`config.mk`:
```
export PLATFORM = sky130hd
export DESIGN_NAME = rsrc_reset_unit
export DESIGN_NICKNAME = d
export VERILOG_FILES = /design/src/verilog/rsrc_pkg.sv /design/src/verilog/rsrc_recovery_counter.sv /design/src/verilog/rsrc_int_stacker.sv /design/src/verilog/rsrc_reset_unit.sv
export SDC_FILE = /design/constraint.sdc
export NUM_CORES = 1
export LEC_CHECK = 0
export BUFFER_PORTS_ARGS = -buffer_cell sky130_fd_sc_hd__buf_4
export CORE_MARGIN = 2
export CORE_UTILIZATION = 50
export DETAILED_ROUTE_END_ITERATION = 12
export GPL_ROUTABILITY_DRIVEN = 0
export MAX_ROUTING_LAYER = met4
export PLACE_DENSITY = 0.85
export SLEW_MARGIN = 20
export SYNTH_ARGS = -nofsm -noshare
export SYNTH_HDL_FRONTEND = slang
export SYNTH_SLANG_ARGS = --single-unit
```
`constraint.sdc`:
```
create_clock -name core_clk -period 4.6 [get_ports core_clk]
set_input_delay 0.46 -clock core_clk [delete_from_list [all_inputs] [get_ports core_clk]]
set_output_delay 0.46 -clock core_clk [all_outputs]
set_load 0.005 [all_outputs]
```
`src/verilog/rsrc_pkg.sv`:
```
/*
  rsrc_pkg: constants shared by the reset-source and recovery-counter block,
  its recovery counter and its interrupt stacking sequencer.
  Assumes one 40 MHz core clock; every delay below is in source-clock falls.
*/
package rsrc_pkg;

  // recovery counter geometry
  localparam int          CTR_W          = 12;
  localparam logic [11:0] CTR_ZERO       = 12'h000;
  localparam int          SVC_LO_BIT     = 4;     // stages 12..5 are bits 11..4

  // recovery delays, in source-clock falls
  localparam int          LONG_DELAY     = 4096;
  localparam int          TAIL_DELAY     = 64;
  localparam int          SHORT_DELAY    = 32;
  localparam logic [11:0] LONG_LAST      = 12'(LONG_DELAY - 1);
  localparam logic [11:0] TAIL_LAST      = 12'(TAIL_DELAY - 1);
  localparam logic [11:0] SHORT_LAST     = 12'(SHORT_DELAY - 1);

  // reset cause register bit positions
  localparam int          CAUSE_POR      = 7;
  localparam int          CAUSE_COP      = 5;
  localparam int          CAUSE_ILLEGAL_OPCODE_FLAG     = 4;
  localparam int          CAUSE_ILLEGAL_ADDRESS_FLAG     = 3;
  localparam int          CAUSE_ERASED_VECTOR_RESET   = 2;
  localparam int          CAUSE_LVI      = 1;
  localparam logic [7:0]  CAUSE_RESET    = 8'h80;
  localparam logic [7:0]  CAUSE_NONE     = 8'h00;

  // erased flash byte seen on a blank reset vector
  localparam logic [7:0]  ERASED_BYTE    = 8'hFF;

  // interrupt mask position in the condition code byte
  localparam int          CCR_I_BIT      = 3;
  localparam int          STACK_WRITES   = 4;
  localparam logic [1:0]  LAST_SLOT      = 2'(STACK_WRITES - 1);
  localparam logic [15:0] ADDR_ONE       = 16'h0001;

  // reset and recovery sequencer states
  typedef enum logic [2:0]
  {
    RSRC_RUN      = 3'b000,
    RSRC_HOLD     = 3'b001,
    RSRC_COUNT    = 3'b010,
    RSRC_TAIL     = 3'b011,
    RSRC_STOP     = 3'b100,
    RSRC_STOP_REC = 3'b101
  } rsrc_state_type;

  // interrupt stacking states
  typedef enum logic [2:0]
  {
    RSRC_SQ_IDLE  = 3'b000,
    RSRC_SQ_DUMMY = 3'b001,
    RSRC_SQ_PUSH  = 3'b010,
    RSRC_SQ_VECH  = 3'b011,
    RSRC_SQ_VECL  = 3'b100,
    RSRC_SQ_FETCH = 3'b101,
    RSRC_SQ_POP   = 3'b110,
    RSRC_SQ_POPND = 3'b111
  } rsrc_seq_type;

endpackage

```
`src/verilog/rsrc_recovery_counter.sv`:
```
/*
  rsrc_recovery_counter: 12-bit free-running recovery counter.
  Assumes tick is a one-cycle pulse per source-clock fall; clear beats tick.
*/
module rsrc_recovery_counter
  import rsrc_pkg::*;
(
  // clock and reset
  input  wire logic             core_clk,
  input  wire logic             reset,
  // control
  input  wire logic             tick,
  input  wire logic             clear,
  input  wire logic             clear_upper,
  // state
  output logic [CTR_W-1:0]      count_q,
  output logic                  overflow_q
);

  // count value with bits 11..4 removed by a watchdog service write
  logic [CTR_W-1:0] svc_mask;  // keeps only the low stages
  assign svc_mask = {{(CTR_W-SVC_LO_BIT){1'b0}}, {SVC_LO_BIT{1'b1}}};

  // counter: advances once per fall, never stops outside a clear
  always_ff @(posedge core_clk)
  begin
    if (reset || clear)
      count_q <= CTR_ZERO;
    else if (clear_upper)
      count_q <= count_q & svc_mask;
    else if (tick)
      count_q <= count_q + 12'h001;
  end

  // overflow pulse: one cycle when the counter wraps, prescaled watchdog clock
  always_ff @(posedge core_clk)
  begin
    if (reset || clear || clear_upper)
      overflow_q <= 1'b0;
    else
      overflow_q <= tick && (count_q == LONG_LAST);
  end

endmodule

```
`src/verilog/rsrc_int_stacker.sv`:
```
/*
  rsrc_int_stacker: bus sequence for interrupt entry and return.
  Assumes a single-cycle bus: read data belongs to the address on the bus
  in the same cycle. Abort (internal reset) returns it to idle at once.
*/
module rsrc_int_stacker
  import rsrc_pkg::*;
(
  // clock and reset
  input  wire logic             core_clk,
  input  wire logic             reset,
  input  wire logic             abort,
  // requests
  input  wire logic             irq_take,
  input  wire logic             rti_take,
  input  wire logic [15:0]      vector_addr,
  // cpu registers
  input  wire logic [15:0]      cpu_pc,
  input  wire logic [15:0]      cpu_sp,
  input  wire logic [7:0]       cpu_acc,
  input  wire logic [7:0]       cpu_ccr,
  // bus
  input  wire logic [7:0]       bus_rdata,
  output logic [15:0]           bus_addr_q,
  output logic [7:0]            bus_wdata_q,
  output logic                  bus_write_q,
  output logic                  bus_read_q,
  // results
  output logic                  irq_mask_q,
  output logic                  busy_q,
  output logic [15:0]           new_pc_q,
  output logic [15:0]           new_sp_q,
  output logic [7:0]            new_acc_q,
  output logic [7:0]            new_ccr_q
);

  rsrc_seq_type     state_q;    // sequence position
  logic [1:0]       slot_q;     // stack slot index
  logic [15:0]      sp_q;       // stack pointer at start
  logic [7:0]       save_q [STACK_WRITES];  // bytes to push
  logic [7:0]       vec_hi_q;   // vector high byte

  // sequence: dummy, four pushes, vector high/low, first opcode fetch
  always_ff @(posedge core_clk)
  begin
    if (reset || abort)
    begin
      state_q     <= RSRC_SQ_IDLE;
      slot_q      <= 2'b00;
      bus_write_q <= 1'b0;
      bus_read_q  <= 1'b0;
      busy_q      <= 1'b0;
    end
    else
    begin
      unique case (state_q)
        RSRC_SQ_IDLE:
        begin
          bus_write_q <= 1'b0;
          bus_read_q  <= 1'b0;
          slot_q      <= 2'b00;
          if (irq_take)
          begin
            state_q    <= RSRC_SQ_DUMMY;
            busy_q     <= 1'b1;
            sp_q       <= cpu_sp;
            save_q[0]  <= cpu_pc[7:0];
            save_q[1]  <= cpu_pc[15:8];
            save_q[2]  <= cpu_acc;
            save_q[3]  <= cpu_ccr;
            bus_addr_q <= cpu_sp;
          end
          else if (rti_take)
          begin
            state_q    <= RSRC_SQ_POP;
            busy_q     <= 1'b1;
            sp_q       <= cpu_sp;
            bus_read_q <= 1'b1;
            bus_addr_q <= cpu_sp + ADDR_ONE;
          end
          else
            busy_q <= 1'b0;
        end
        RSRC_SQ_DUMMY:
        begin
          state_q     <= RSRC_SQ_PUSH;
          bus_write_q <= 1'b1;
          bus_addr_q  <= sp_q - ADDR_ONE;
          bus_wdata_q <= save_q[0];
        end
        RSRC_SQ_PUSH:
        begin
          // descending stack writes, one byte per cycle
          if (slot_q == LAST_SLOT)
          begin
            state_q     <= RSRC_SQ_VECH;
            bus_write_q <= 1'b0;
            bus_read_q  <= 1'b1;
            bus_addr_q  <= vector_addr;
          end
          else
          begin
            slot_q      <= slot_q + 2'b01;
            bus_addr_q  <= bus_addr_q - ADDR_ONE;
            bus_wdata_q <= save_q[slot_q + 2'b01];
          end
        end
        RSRC_SQ_VECH:
        begin
          state_q    <= RSRC_SQ_VECL;
          vec_hi_q   <= bus_rdata;
          bus_addr_q <= vector_addr + ADDR_ONE;
        end
        RSRC_SQ_VECL:
        begin
          state_q    <= RSRC_SQ_FETCH;
          bus_addr_q <= {vec_hi_q, bus_rdata};
        end
        RSRC_SQ_FETCH:
        begin
          state_q    <= RSRC_SQ_IDLE;
          bus_read_q <= 1'b0;
          busy_q     <= 1'b0;
        end
        RSRC_SQ_POP:
        begin
          if (slot_q == LAST_SLOT)
          begin
            state_q    <= RSRC_SQ_POPND;
            bus_read_q <= 1'b0;
          end
          else
          begin
            slot_q     <= slot_q + 2'b01;
            bus_addr_q <= bus_addr_q + ADDR_ONE;
          end
        end
        RSRC_SQ_POPND:
        begin
          state_q <= RSRC_SQ_IDLE;
          busy_q  <= 1'b0;
        end
      endcase
    end
  end

  // register results: mask set on entry, restored state on return
  always_ff @(posedge core_clk)
  begin
    if (reset)
    begin
      irq_mask_q <= 1'b1;
      new_pc_q   <= 16'h0000;
      new_sp_q   <= 16'h0000;
      new_acc_q  <= 8'h00;
      new_ccr_q  <= 8'h00;
    end
    else if (state_q == RSRC_SQ_DUMMY)
    begin
      irq_mask_q <= 1'b1;
      new_sp_q   <= sp_q - {14'h0000, LAST_SLOT} - ADDR_ONE;
    end
    else if (state_q == RSRC_SQ_FETCH)
      new_pc_q <= bus_addr_q;
    else if (state_q == RSRC_SQ_POP)
    begin
      // pops come back in reverse push order: ccr, acc, pc high, pc low
      unique case (slot_q)
        2'b00: new_ccr_q <= bus_rdata;
        2'b01: new_acc_q <= bus_rdata;
        2'b10: new_pc_q[15:8] <= bus_rdata;
        2'b11: new_pc_q[7:0] <= bus_rdata;
      endcase
      if (slot_q == 2'b00)
        irq_mask_q <= bus_rdata[CCR_I_BIT];
      new_sp_q <= sp_q + {14'h0000, LAST_SLOT} + ADDR_ONE;
    end
  end

endmodule

```
`src/verilog/rsrc_reset_unit.sv`:
```
/*
  rsrc_reset_unit: reset causes, internal reset, recovery timing and
  interrupt stacking of the system integration unit.
  Assumes all inputs are synchronous to core_clk and that the selected
  source clock is sampled as a level, no faster than core_clk / 2.
*/
module rsrc_reset_unit
  import rsrc_pkg::*;
(
  // clock and reset
  input  wire logic             core_clk,
  input  wire logic             reset,
  // reset sources
  input  wire logic             power_on_reset_pulse,
  input  wire logic             illegal_opcode_detect,
  input  wire logic             stop_exec,
  input  wire logic             opcode_fetch,
  input  wire logic             unmapped_access,
  input  wire logic             vector_fetch,
  input  wire logic [7:0]       vector_data,
  input  wire logic             low_voltage_detect,
  input  wire logic             watchdog_timeout,
  input  wire logic             watchdog_service_write,
  // option_config_register bits
  input  wire logic             stop_enable,
  input  wire logic             undervoltage_power_disable,
  input  wire logic             undervoltage_reset_disable,
  input  wire logic             short_stop_recovery,
  // stop exit and source clock
  input  wire logic             stop_exit_event,
  input  wire logic             selected_source_clock,
  // interrupt requests and cpu registers
  input  wire logic             irq_take,
  input  wire logic             rti_take,
  input  wire logic [15:0]      vector_addr,
  input  wire logic [15:0]      cpu_pc,
  input  wire logic [15:0]      cpu_sp,
  input  wire logic [7:0]       cpu_acc,
  input  wire logic [7:0]       cpu_ccr,
  input  wire logic [7:0]       bus_rdata,
  // reset and clock status
  output logic [7:0]            reset_cause_register,
  output logic                  internal_reset_q,
  output logic                  internal_bus_clock_en_q,
  output logic                  clk_gen_enable_q,
  output logic                  monitor_mode_q,
  output logic                  watchdog_clock_q,
  output logic [CTR_W-1:0]      recovery_count_q,
  // interrupt bus and results
  output logic [15:0]           bus_addr_q,
  output logic [7:0]            bus_wdata_q,
  output logic                  bus_write_q,
  output logic                  bus_read_q,
  output logic                  irq_mask_q,
  output logic                  stack_busy_q,
  output logic [15:0]           new_pc_q,
  output logic [15:0]           new_sp_q,
  output logic [7:0]            new_acc_q,
  output logic [7:0]            new_ccr_q
);

  rsrc_state_type   state_q;      // reset and recovery position
  rsrc_state_type   state_d;      // next position
  logic [7:0]       cause_q;      // reset_cause_register contents
  logic             src_q;        // source clock one cycle ago
  logic             tick;         // one pulse per source clock fall
  logic             ctr_clear;    // counter clear request
  logic             short_stop_recovery_q;      // short recovery sampled at stop exit
  logic [11:0]      stop_last;    // last count of the stop delay
  logic             ev_illegal_opcode_flag;      // illegal opcode, incl. disabled stop
  logic             ev_illegal_address_flag;      // opcode fetch from an unmapped address
  logic             ev_erased_vector_reset;    // erased reset vector byte
  logic             ev_lvi;       // gated undervoltage
  logic             ev_short;     // reset that skips the long count
  logic             ev_any;       // any reset source this cycle
  logic [7:0]       cause_set;    // flags raised this cycle
  logic             por_seen_q;   // power-on pulse went past

  assign reset_cause_register = cause_q;

  // event decode
  assign ev_illegal_opcode_flag   = illegal_opcode_detect || (stop_exec && !stop_enable);
  assign ev_illegal_address_flag   = opcode_fetch && unmapped_access;
  assign ev_erased_vector_reset = vector_fetch && (vector_data == ERASED_BYTE);
  assign ev_lvi    = low_voltage_detect && !undervoltage_power_disable
                     && !undervoltage_reset_disable;
  assign ev_short  = ev_illegal_opcode_flag || ev_illegal_address_flag || ev_erased_vector_reset || watchdog_timeout;
  assign ev_any    = power_on_reset_pulse || ev_lvi || ev_short;

  // falling edge of the source clock; input is already synchronous
  always_ff @(posedge core_clk)
  begin
    if (reset)
      src_q <= 1'b0;
    else
      src_q <= selected_source_clock;
  end
  assign tick = src_q && !selected_source_clock;

  assign stop_last = short_stop_recovery_q ? SHORT_LAST : LONG_LAST;

  // next recovery state; reset sources always beat stop and interrupts
  always_comb
  begin
    state_d   = state_q;
    ctr_clear = 1'b0;
    if (ev_any)
    begin
      ctr_clear = 1'b1;
      if (ev_lvi)
        state_d = RSRC_HOLD;
      else if (power_on_reset_pulse)
        state_d = RSRC_COUNT;
      else
        state_d = RSRC_TAIL;
    end
    else
    begin
      unique case (state_q)
        RSRC_RUN:
          if (stop_exec && stop_enable)
          begin
            state_d   = RSRC_STOP;
            ctr_clear = 1'b1;
          end
        RSRC_HOLD:
        begin
          // counter starts only once the supply is back
          ctr_clear = 1'b1;
          if (!low_voltage_detect)
            state_d = RSRC_COUNT;
        end
        RSRC_COUNT:
          if (tick && (recovery_count_q == LONG_LAST))
            state_d = RSRC_TAIL;
        RSRC_TAIL:
          if (tick && (recovery_count_q == TAIL_LAST))
            state_d = RSRC_RUN;
        RSRC_STOP:
          if (stop_exit_event)
          begin
            state_d   = RSRC_STOP_REC;
            ctr_clear = 1'b1;
          end
        RSRC_STOP_REC:
          if (tick && (recovery_count_q == stop_last))
            state_d = RSRC_RUN;
        default:
          state_d = RSRC_COUNT;  // unused codes recover through reset
      endcase
    end
  end

  // state and outputs that follow it
  always_ff @(posedge core_clk)
  begin
    if (reset)
    begin
      state_q                 <= RSRC_COUNT;
      internal_reset_q        <= 1'b1;
      internal_bus_clock_en_q <= 1'b0;
    end
    else
    begin
      state_q                 <= state_d;
      internal_reset_q        <= (state_d == RSRC_HOLD) || (state_d == RSRC_COUNT)
                                 || (state_d == RSRC_TAIL);
      internal_bus_clock_en_q <= (state_d == RSRC_RUN);
    end
  end

  // short recovery bit sampled at the moment stop is left
  always_ff @(posedge core_clk)
  begin
    if (reset)
      short_stop_recovery_q <= 1'b0;
    else if (state_q == RSRC_STOP && stop_exit_event)
      short_stop_recovery_q <= short_stop_recovery;
  end

  // flags raised this cycle
  always_comb
  begin
    cause_set               = CAUSE_NONE;
    cause_set[CAUSE_POR]    = power_on_reset_pulse;
    cause_set[CAUSE_COP]    = watchdog_timeout;
    cause_set[CAUSE_ILLEGAL_OPCODE_FLAG]   = ev_illegal_opcode_flag;
    cause_set[CAUSE_ILLEGAL_ADDRESS_FLAG]   = ev_illegal_address_flag;
    cause_set[CAUSE_ERASED_VECTOR_RESET] = ev_erased_vector_reset;
    cause_set[CAUSE_LVI]    = ev_lvi;
  end

  // cause flags: any reset source, not only power-on, wipes older causes, but a same-cycle cause stays
  always_ff @(posedge core_clk)
  begin
    if (reset)
      cause_q <= CAUSE_RESET;
    else if (power_on_reset_pulse)
      cause_q <= cause_set;
    else if (ev_any)
      cause_q <= cause_set;
    // otherwise held for software to read
  end

  // monitor mode decided when the reset phase ends
  always_ff @(posedge core_clk)
  begin
    if (reset || power_on_reset_pulse)
      monitor_mode_q <= 1'b0;
    else if (state_q == RSRC_TAIL && state_d == RSRC_RUN)
      monitor_mode_q <= cause_q[CAUSE_ERASED_VECTOR_RESET];
  end

  // clock generator output enabled once the power-on pulse has passed
  always_ff @(posedge core_clk)
  begin
    if (reset)
    begin
      // the reset input stands for a power-on, so count it as a seen pulse
      por_seen_q       <= 1'b1;
      clk_gen_enable_q <= 1'b0;
    end
    else
    begin
      por_seen_q       <= por_seen_q || power_on_reset_pulse;
      clk_gen_enable_q <= por_seen_q && !power_on_reset_pulse;
    end
  end

  // recovery counter, also the watchdog prescaler
  rsrc_recovery_counter u_counter
  (
    .core_clk    (core_clk),
    .reset       (reset),
    .tick        (tick),
    .clear       (ctr_clear),
    .clear_upper (watchdog_service_write),
    .count_q     (recovery_count_q),
    .overflow_q  (watchdog_clock_q)
  );

  // interrupt entry and return; a reset aborts any sequence in flight
  rsrc_int_stacker u_stacker
  (
    .core_clk    (core_clk),
    .reset       (reset),
    .abort       (internal_reset_q),
    .irq_take    (irq_take),
    .rti_take    (rti_take),
    .vector_addr (vector_addr),
    .cpu_pc      (cpu_pc),
    .cpu_sp      (cpu_sp),
    .cpu_acc     (cpu_acc),
    .cpu_ccr     (cpu_ccr),
    .bus_rdata   (bus_rdata),
    .bus_addr_q  (bus_addr_q),
    .bus_wdata_q (bus_wdata_q),
    .bus_write_q (bus_write_q),
    .bus_read_q  (bus_read_q),
    .irq_mask_q  (irq_mask_q),
    .busy_q      (stack_busy_q),
    .new_pc_q    (new_pc_q),
    .new_sp_q    (new_sp_q),
    .new_acc_q   (new_acc_q),
    .new_ccr_q   (new_ccr_q)
  );
endmodule

```
Word-level counts from Yosys, hierarchy flattened

Memory sizes are Yosys's and may differ from the RTL's.
Index checks and enable logic that the tools add are counted.

Flip-flop bits (word level): 134
RAM bits: 32
Bits of input ports: 99
Output and inout bits: 101
Word-level logic and storage cells: 192
Memories: 1

$add $sub $neg: 11
Equal/unequal tests: 29
Multiplexer cells: 52
Bitwise operators: 4
Reductions and logical operators: 67

Memories:

| name             | depth | width | read ports | clocked after memory_dff | wr ports | RTL line               | text |
|---|---|---|---|---|---|---|---|
| u_stacker.save_q | 4     | 8     | 2          | 0                        | 4        | rsrc_int_stacker.sv:40 | `logic [7:0] save_q [STACK_WRITES];` |

Operators by type and width:

| kind                  | number |
|---|---|
| $mux 16               | 11 |
| $pmux 16 s6           | 1 |
| $add 16x1->16 const B | 4 |
| $sub 16x1->16 const B | 3 |
| $mux 3                | 11 |
| $mux 8                | 3 |
| $pmux 3 s7            | 1 |
| $reduce_and 3->1      | 7 |
| $eq 3x2->1 const B    | 6 |
| $eq 3x3->1 const B    | 6 |
| $pmux 3 s6            | 1 |
| $reduce_bool 2->1     | 9 |
| $add 16x2->16 const B | 1 |
| $pmux 8 s2            | 1 |
| $sub 16x2->16 const B | 1 |
| $logic_and 1x1->1     | 13 |
| $logic_or 1x1->1      | 13 |
| $mux 1                | 13 |
| $add 12x1->12 const B | 1 |
| $eq 12x12->1          | 1 |
| $eq 12x12->1 const B  | 1 |
| $eq 12x6->1 const B   | 1 |
| $mux 12               | 1 |
| $mux 6                | 2 |
| other kinds (23)      | 51 |

Depth between registers and ports, before layout

Word-level depth: 11
Depth in mapped cells: 13
Mapped depth without buffers: 10

By module

From an unflattened synthesis, not the netlist that was laid out.

Cell total of the unflattened synthesis: 1046
Area total of the unflattened synthesis: 9287.7 um^2

By module, submodules not included:

| module                | instances | cells an instance | area an instance (um^2) | sequential area each (um^2) |
|---|---|---|---|---|
| rsrc_int_stacker      | 1         | 885               | 7820.0                  | 3543.4 |
| rsrc_reset_unit       | 1         | 95                | 855.8                   | 320.3 |
| rsrc_recovery_counter | 1         | 66                | 611.8                   | 260.2 |

Worst setup path after synthesis

No wires, ideal clock.

Path kind: input-to-reg
From: in reset
To: mem u_stacker.save_q[0][0] (enable)
Setup time: 501 ps
Arrival time: 4050 ps
Data required time: 4099 ps
Setup slack: 49 ps
Cell stages on the path: 3
Cells stage by stage: or2_2 clkbuf_1 nor4_1

RTL lines:

| element         | RTL line               | text |
|---|---|---|
| start, declared | rsrc_reset_unit.sv:12  | `input wire logic reset,` |
| end, declared   | rsrc_int_stacker.sv:40 |  |

Worst setup path in the final report

From: reg u_stacker.state_q[2]
To: reg u_stacker.bus_addr_q[10], data pin

Cells in the longest elaborated chain, start to end: 2

Ends and longest elaborated chain:

| element                            | RTL line               | text |
|---|---|---|
| start, declared                    | rsrc_int_stacker.sv:37 | `rsrc_seq_type state_q;` |
| start signal, assigned             | rsrc_int_stacker.sv:48 | `state_q <= RSRC_SQ_IDLE;` |
| start signal, assigned             | rsrc_int_stacker.sv:64 | `state_q <= RSRC_SQ_DUMMY;` |
| start signal, assigned             | rsrc_int_stacker.sv:75 | `state_q <= RSRC_SQ_POP;` |
| $eq 3x3->1 (tied with other cells) | rsrc_int_stacker.sv:56 | `unique case (state_q)` |
| $pmux 16 s6 *                      | rsrc_int_stacker.sv:56 |  |
| end signal, assigned               | rsrc_int_stacker.sv:71 | `bus_addr_q <= cpu_sp;` |
| end signal, assigned               | rsrc_int_stacker.sv:79 | `bus_addr_q <= cpu_sp + ADDR_ONE;` |
| end signal, assigned               | rsrc_int_stacker.sv:88 | `bus_addr_q <= sp_q - ADDR_ONE;` |
| end, declared                      | rsrc_int_stacker.sv:24 | `output logic [15:0] bus_addr_q,` |

Mark *: on every way between the ends. The rest lies on a longest branch, timed or not.
A chain may end at the register's enable or synchronous reset.

==> impl_metrics.yaml <==
logic_synthesis:
  synthXorXnorAreaFrac_pct: 7.47
  syn_inst: 1028
  yosys-top-cells-area: "edfxtp_1 (27%), dfxtp_1 (19%), a21oi_1 (7.8%)"
  synth_top_flop_cell: "dfxtp_1"
  synth_compound_area_share_pct: 16.5
  synth_common_cells: "a21oi_1 (140), nand2_1 (116), nor2_1 (107), dfxtp_1 (86), edfxtp_1 (80)"
  synth_top_family_by_area: "simple AND/OR/NAND/NOR gates"
  post-synth-top-count-cell: "a21oi_1"
  yosys.area_share.adder_pct: 1.52
  synth_simple_gate_area_share_pct: 21.3
  syn-cell-area_mm2: 0.00903
  yosysUniqueCellTypes: 63
  yosysTopAreaCellShare_pct: 26.6
  synthArstFlopShare_pct: 0
  yosysWarnings: 0
  synth-seq-area-share_pct: 45.7
  synth_top_area_cell: "edfxtp_1"
  synth_enable_flop_cells: 80
  synth-seq-cells: 166
  muxShareOfSynthArea_pct: 2.58
  avgSynthCellArea_um2: 8.78
floorplanning:
  rows: 49
  die_area_mm2: 0.0191
  fp.coreArea_mm2: 0.0178
  die_w_um: 138
  io_pins: 200
  die_h_um: 138
  start_util_pct: 50.6
cells_and_area:
  fin_nets: 1294
  multi_input_area_mm2: 0.00449
  n_antenna_cell: 0
  final_area_mm2: 0.0112
  n_fill_cell: 1465
  synthToLayoutAreaGrowth_pct: 24.4
  final-seq-area_mm2: 0.00412
  drive_gt1_share_pct: 22.1
  utilization_pct: 63.0
worst_setup_path:
  cpPeakStageDelay_ns: 0.75
  rr_startpoint: "u_stacker.state_q[2]"
  r2r-end: "u_stacker.bus_addr_q[10]"
  crit_slowest_cell: "dfxtp_1"
  crit_required_ns: 4.74
  worstSetupPathType: "register to register"
  worst_ep_arrival_time_ns: 3.19
  crit_path_start_kind: "register"
  rr_worst_depth: 10
  rrSetupSlack_ns: 1.55
  crit_chain: "nand3b_1 -> buf_4 -> o21ai_0 -> ha_1 -> nand2_1 -> mux2_2 -> nor3_1 -> xor2_1 -> o211ai_1 -> a22oi_1"
  end_kind: "register"
  critPathMaxFanout: 28
  path_delay_family: "flip-flops"
  critPathBufInv: 1
clocking:
  cts_buffer_depth: 2
  cts_max_level: 4
  ctsHoldBuffers: 0
  clk_latency_ns: 0.44
  ctsResizeCount: 0
  path_clk_slew_ns: 0.07
  post_cts_buffers: 0
  clock-sinks: 166
  numCtsBuffers: 17
  tritoncts: "done"
  cts_root_buffer: "clkbuf_16"
min_path:
  hp-start: "cpu_pc[11]"
  hold_path_depth: 1
  hp-class: "input port to register"
  whs_endpoint: "u_stacker.save_q[1][3]"
timing:
  worst_pin_slew_ns: 1.13
  clock_skew_ns: 0.0106
  post-route-min-period_ns: 3.05
  timing.fmax_ghz: 0.328
  tns_ns: 0
  hold_slack_ns: 0.196
  hold_viol: 0
  drv_slew: 0
  max_slew_margin_pct: 24.4
  rsz0062_at_grt: "false"
  setup_viol_count_final: 0
  final.period_utilization_pct: 66.3
route:
  drt_iter0_markers: 776
  vias: 8469
  wire_per_inst_um: 18.3
  routed_wirelength_um: 26100
  vias_per_cell: 5.94
  dr.pass1.iters: 5
  drc: 0
  antenna_left: 0
power:
  p_int_mw: 2.49
  power_frac_seq_pct: 47.6
  p_comb_share_pct: 6.0
  pwr-share-clk_pct: 46.4
  p_sw_share_pct: 24.3
  peakVddDrop_mv: 0.265
  power.density_mw_per_mm2: 292
  p_switching_mw: 0.798
  p_leak_nw: 4.20
  totalPowerFinal_mw: 3.28
grt:
  overflow: 0
  first_global_vias: 7962
  antenna_found_initial: 0
  grt_pass1_wl_um: 41700
  grtUsageTotal_pct: 28.0
  grt_max_degree: 68
run:
  maxCapViolCount: 0
place:
  place_hpwl_um: 19100
  port-buffer-count: 197
  post_dp_cell_area_mm2: 0.0106
outcome:
  status: "finished, final reports clean"
cell usage in the layout (no fill, tap or decap), types with 17 or more instances in the layout:
cell type	count
o21ai_0	36
nor3_1	25
nand4_1	20
xor2_1	28
dfxtp_1	86
edfxtp_1	80
nand2_1	116
nor2_1	107
xnor2_1	49
inv_1	37
clkbuf_16	17
nand3_1	26
buf_4	208
a21oi_1	138
logic make-up (layout without fill, tap and decap cells):
logic type,after synthesis,in the layout
buffers and inverters,109,277
adder cells (fa/ha/maj),11,11
multiplexers,22,22
other,1,2
flip-flops,166,166
XOR/XNOR,77,77
AO/OA/AOI/OAI,254,254
AND/OR/NAND/NOR,388,388
layout make-up:
cell class / instances / area share, %
sequential: 166 / 36.7
inverter: 37 / 1.24
clock buffer: 17 / 3.79
clock inverter: 15 / 1.83
multi-input combinational: 754 / 40.0
timing repair buffer: 208 / 13.9
tap: 229 / 2.55
how the worst max path moves through the flow:
stage / from / slack, ns / depth (start not counted) / to
final: u_stacker.state_q[2] / 1.55 / 10 / u_stacker.bus_addr_q[10]
after global routing: u_stacker.state_q[2] / 1.31 / 10 / u_stacker.bus_addr_q[10]
after CTS: u_stacker.state_q[2] / 1.59 / 10 / u_stacker.bus_addr_q[10]
after detailed placement: u_stacker.state_q[2] / 1.61 / 10 / u_stacker.bus_addr_q[10]
after global placement: u_stacker.state_q[2] / 1.77 / 10 / u_stacker.bus_addr_q[10]
after floorplan: reset / 0.05 / 3 / u_stacker.save_q[0][0]
stage by stage:
step,setup WS [ns],instances
floorplan,0.0490,1029
global placement,1.77,1394
detailed placement,1.61,1394
CTS,1.59,1426
global route,1.31,1426
finish,1.55,1426
flip-flops by register name, summed over array words and instances (netlist names), 2 cells and up:
name                   cells
u_stacker.slot_q           2
u_stacker.bus_wdata_q      8
u_stacker.save_q          32
u_counter.count_q         12
u_stacker.state_q          3
u_stacker.new_acc_q        8
u_stacker.new_pc_q        16
u_stacker.new_ccr_q        8
u_stacker.new_sp_q        16
u_stacker.vec_hi_q         8
u_stacker.sp_q            16
state_q                    3
reset_cause_register       6
u_stacker.bus_addr_q      16
per-layer routing:
metal  wire length [um]  global-route usage (%)  part of all wire [%]  up-vias
met1              10300                    34.4                    39     3955
met5                  0                       -                     0        -
met2              12500                    44.6                    48      461
met4                856                    11.9                   3.3        0
met3               2500                    6.34                   9.6       68
li1                   -                       -                     -     3985
power groups by stage:
| stage | registers [mW] | logic [mW] | clock network (mW) |
|---|---|---|---|
| floorplan | 1.59 | 0.0822 | 0 |
| global placement | 1.60 | 0.191 | 0 |
| detailed placement | 1.60 | 0.194 | 0 |
| CTS | 1.56 | 0.195 | 1.54 |
| global route | 1.56 | 0.214 | 1.61 |
| finish | 1.56 | 0.198 | 1.52 |
No activity file was read; power rests on OpenSTA's default activity.
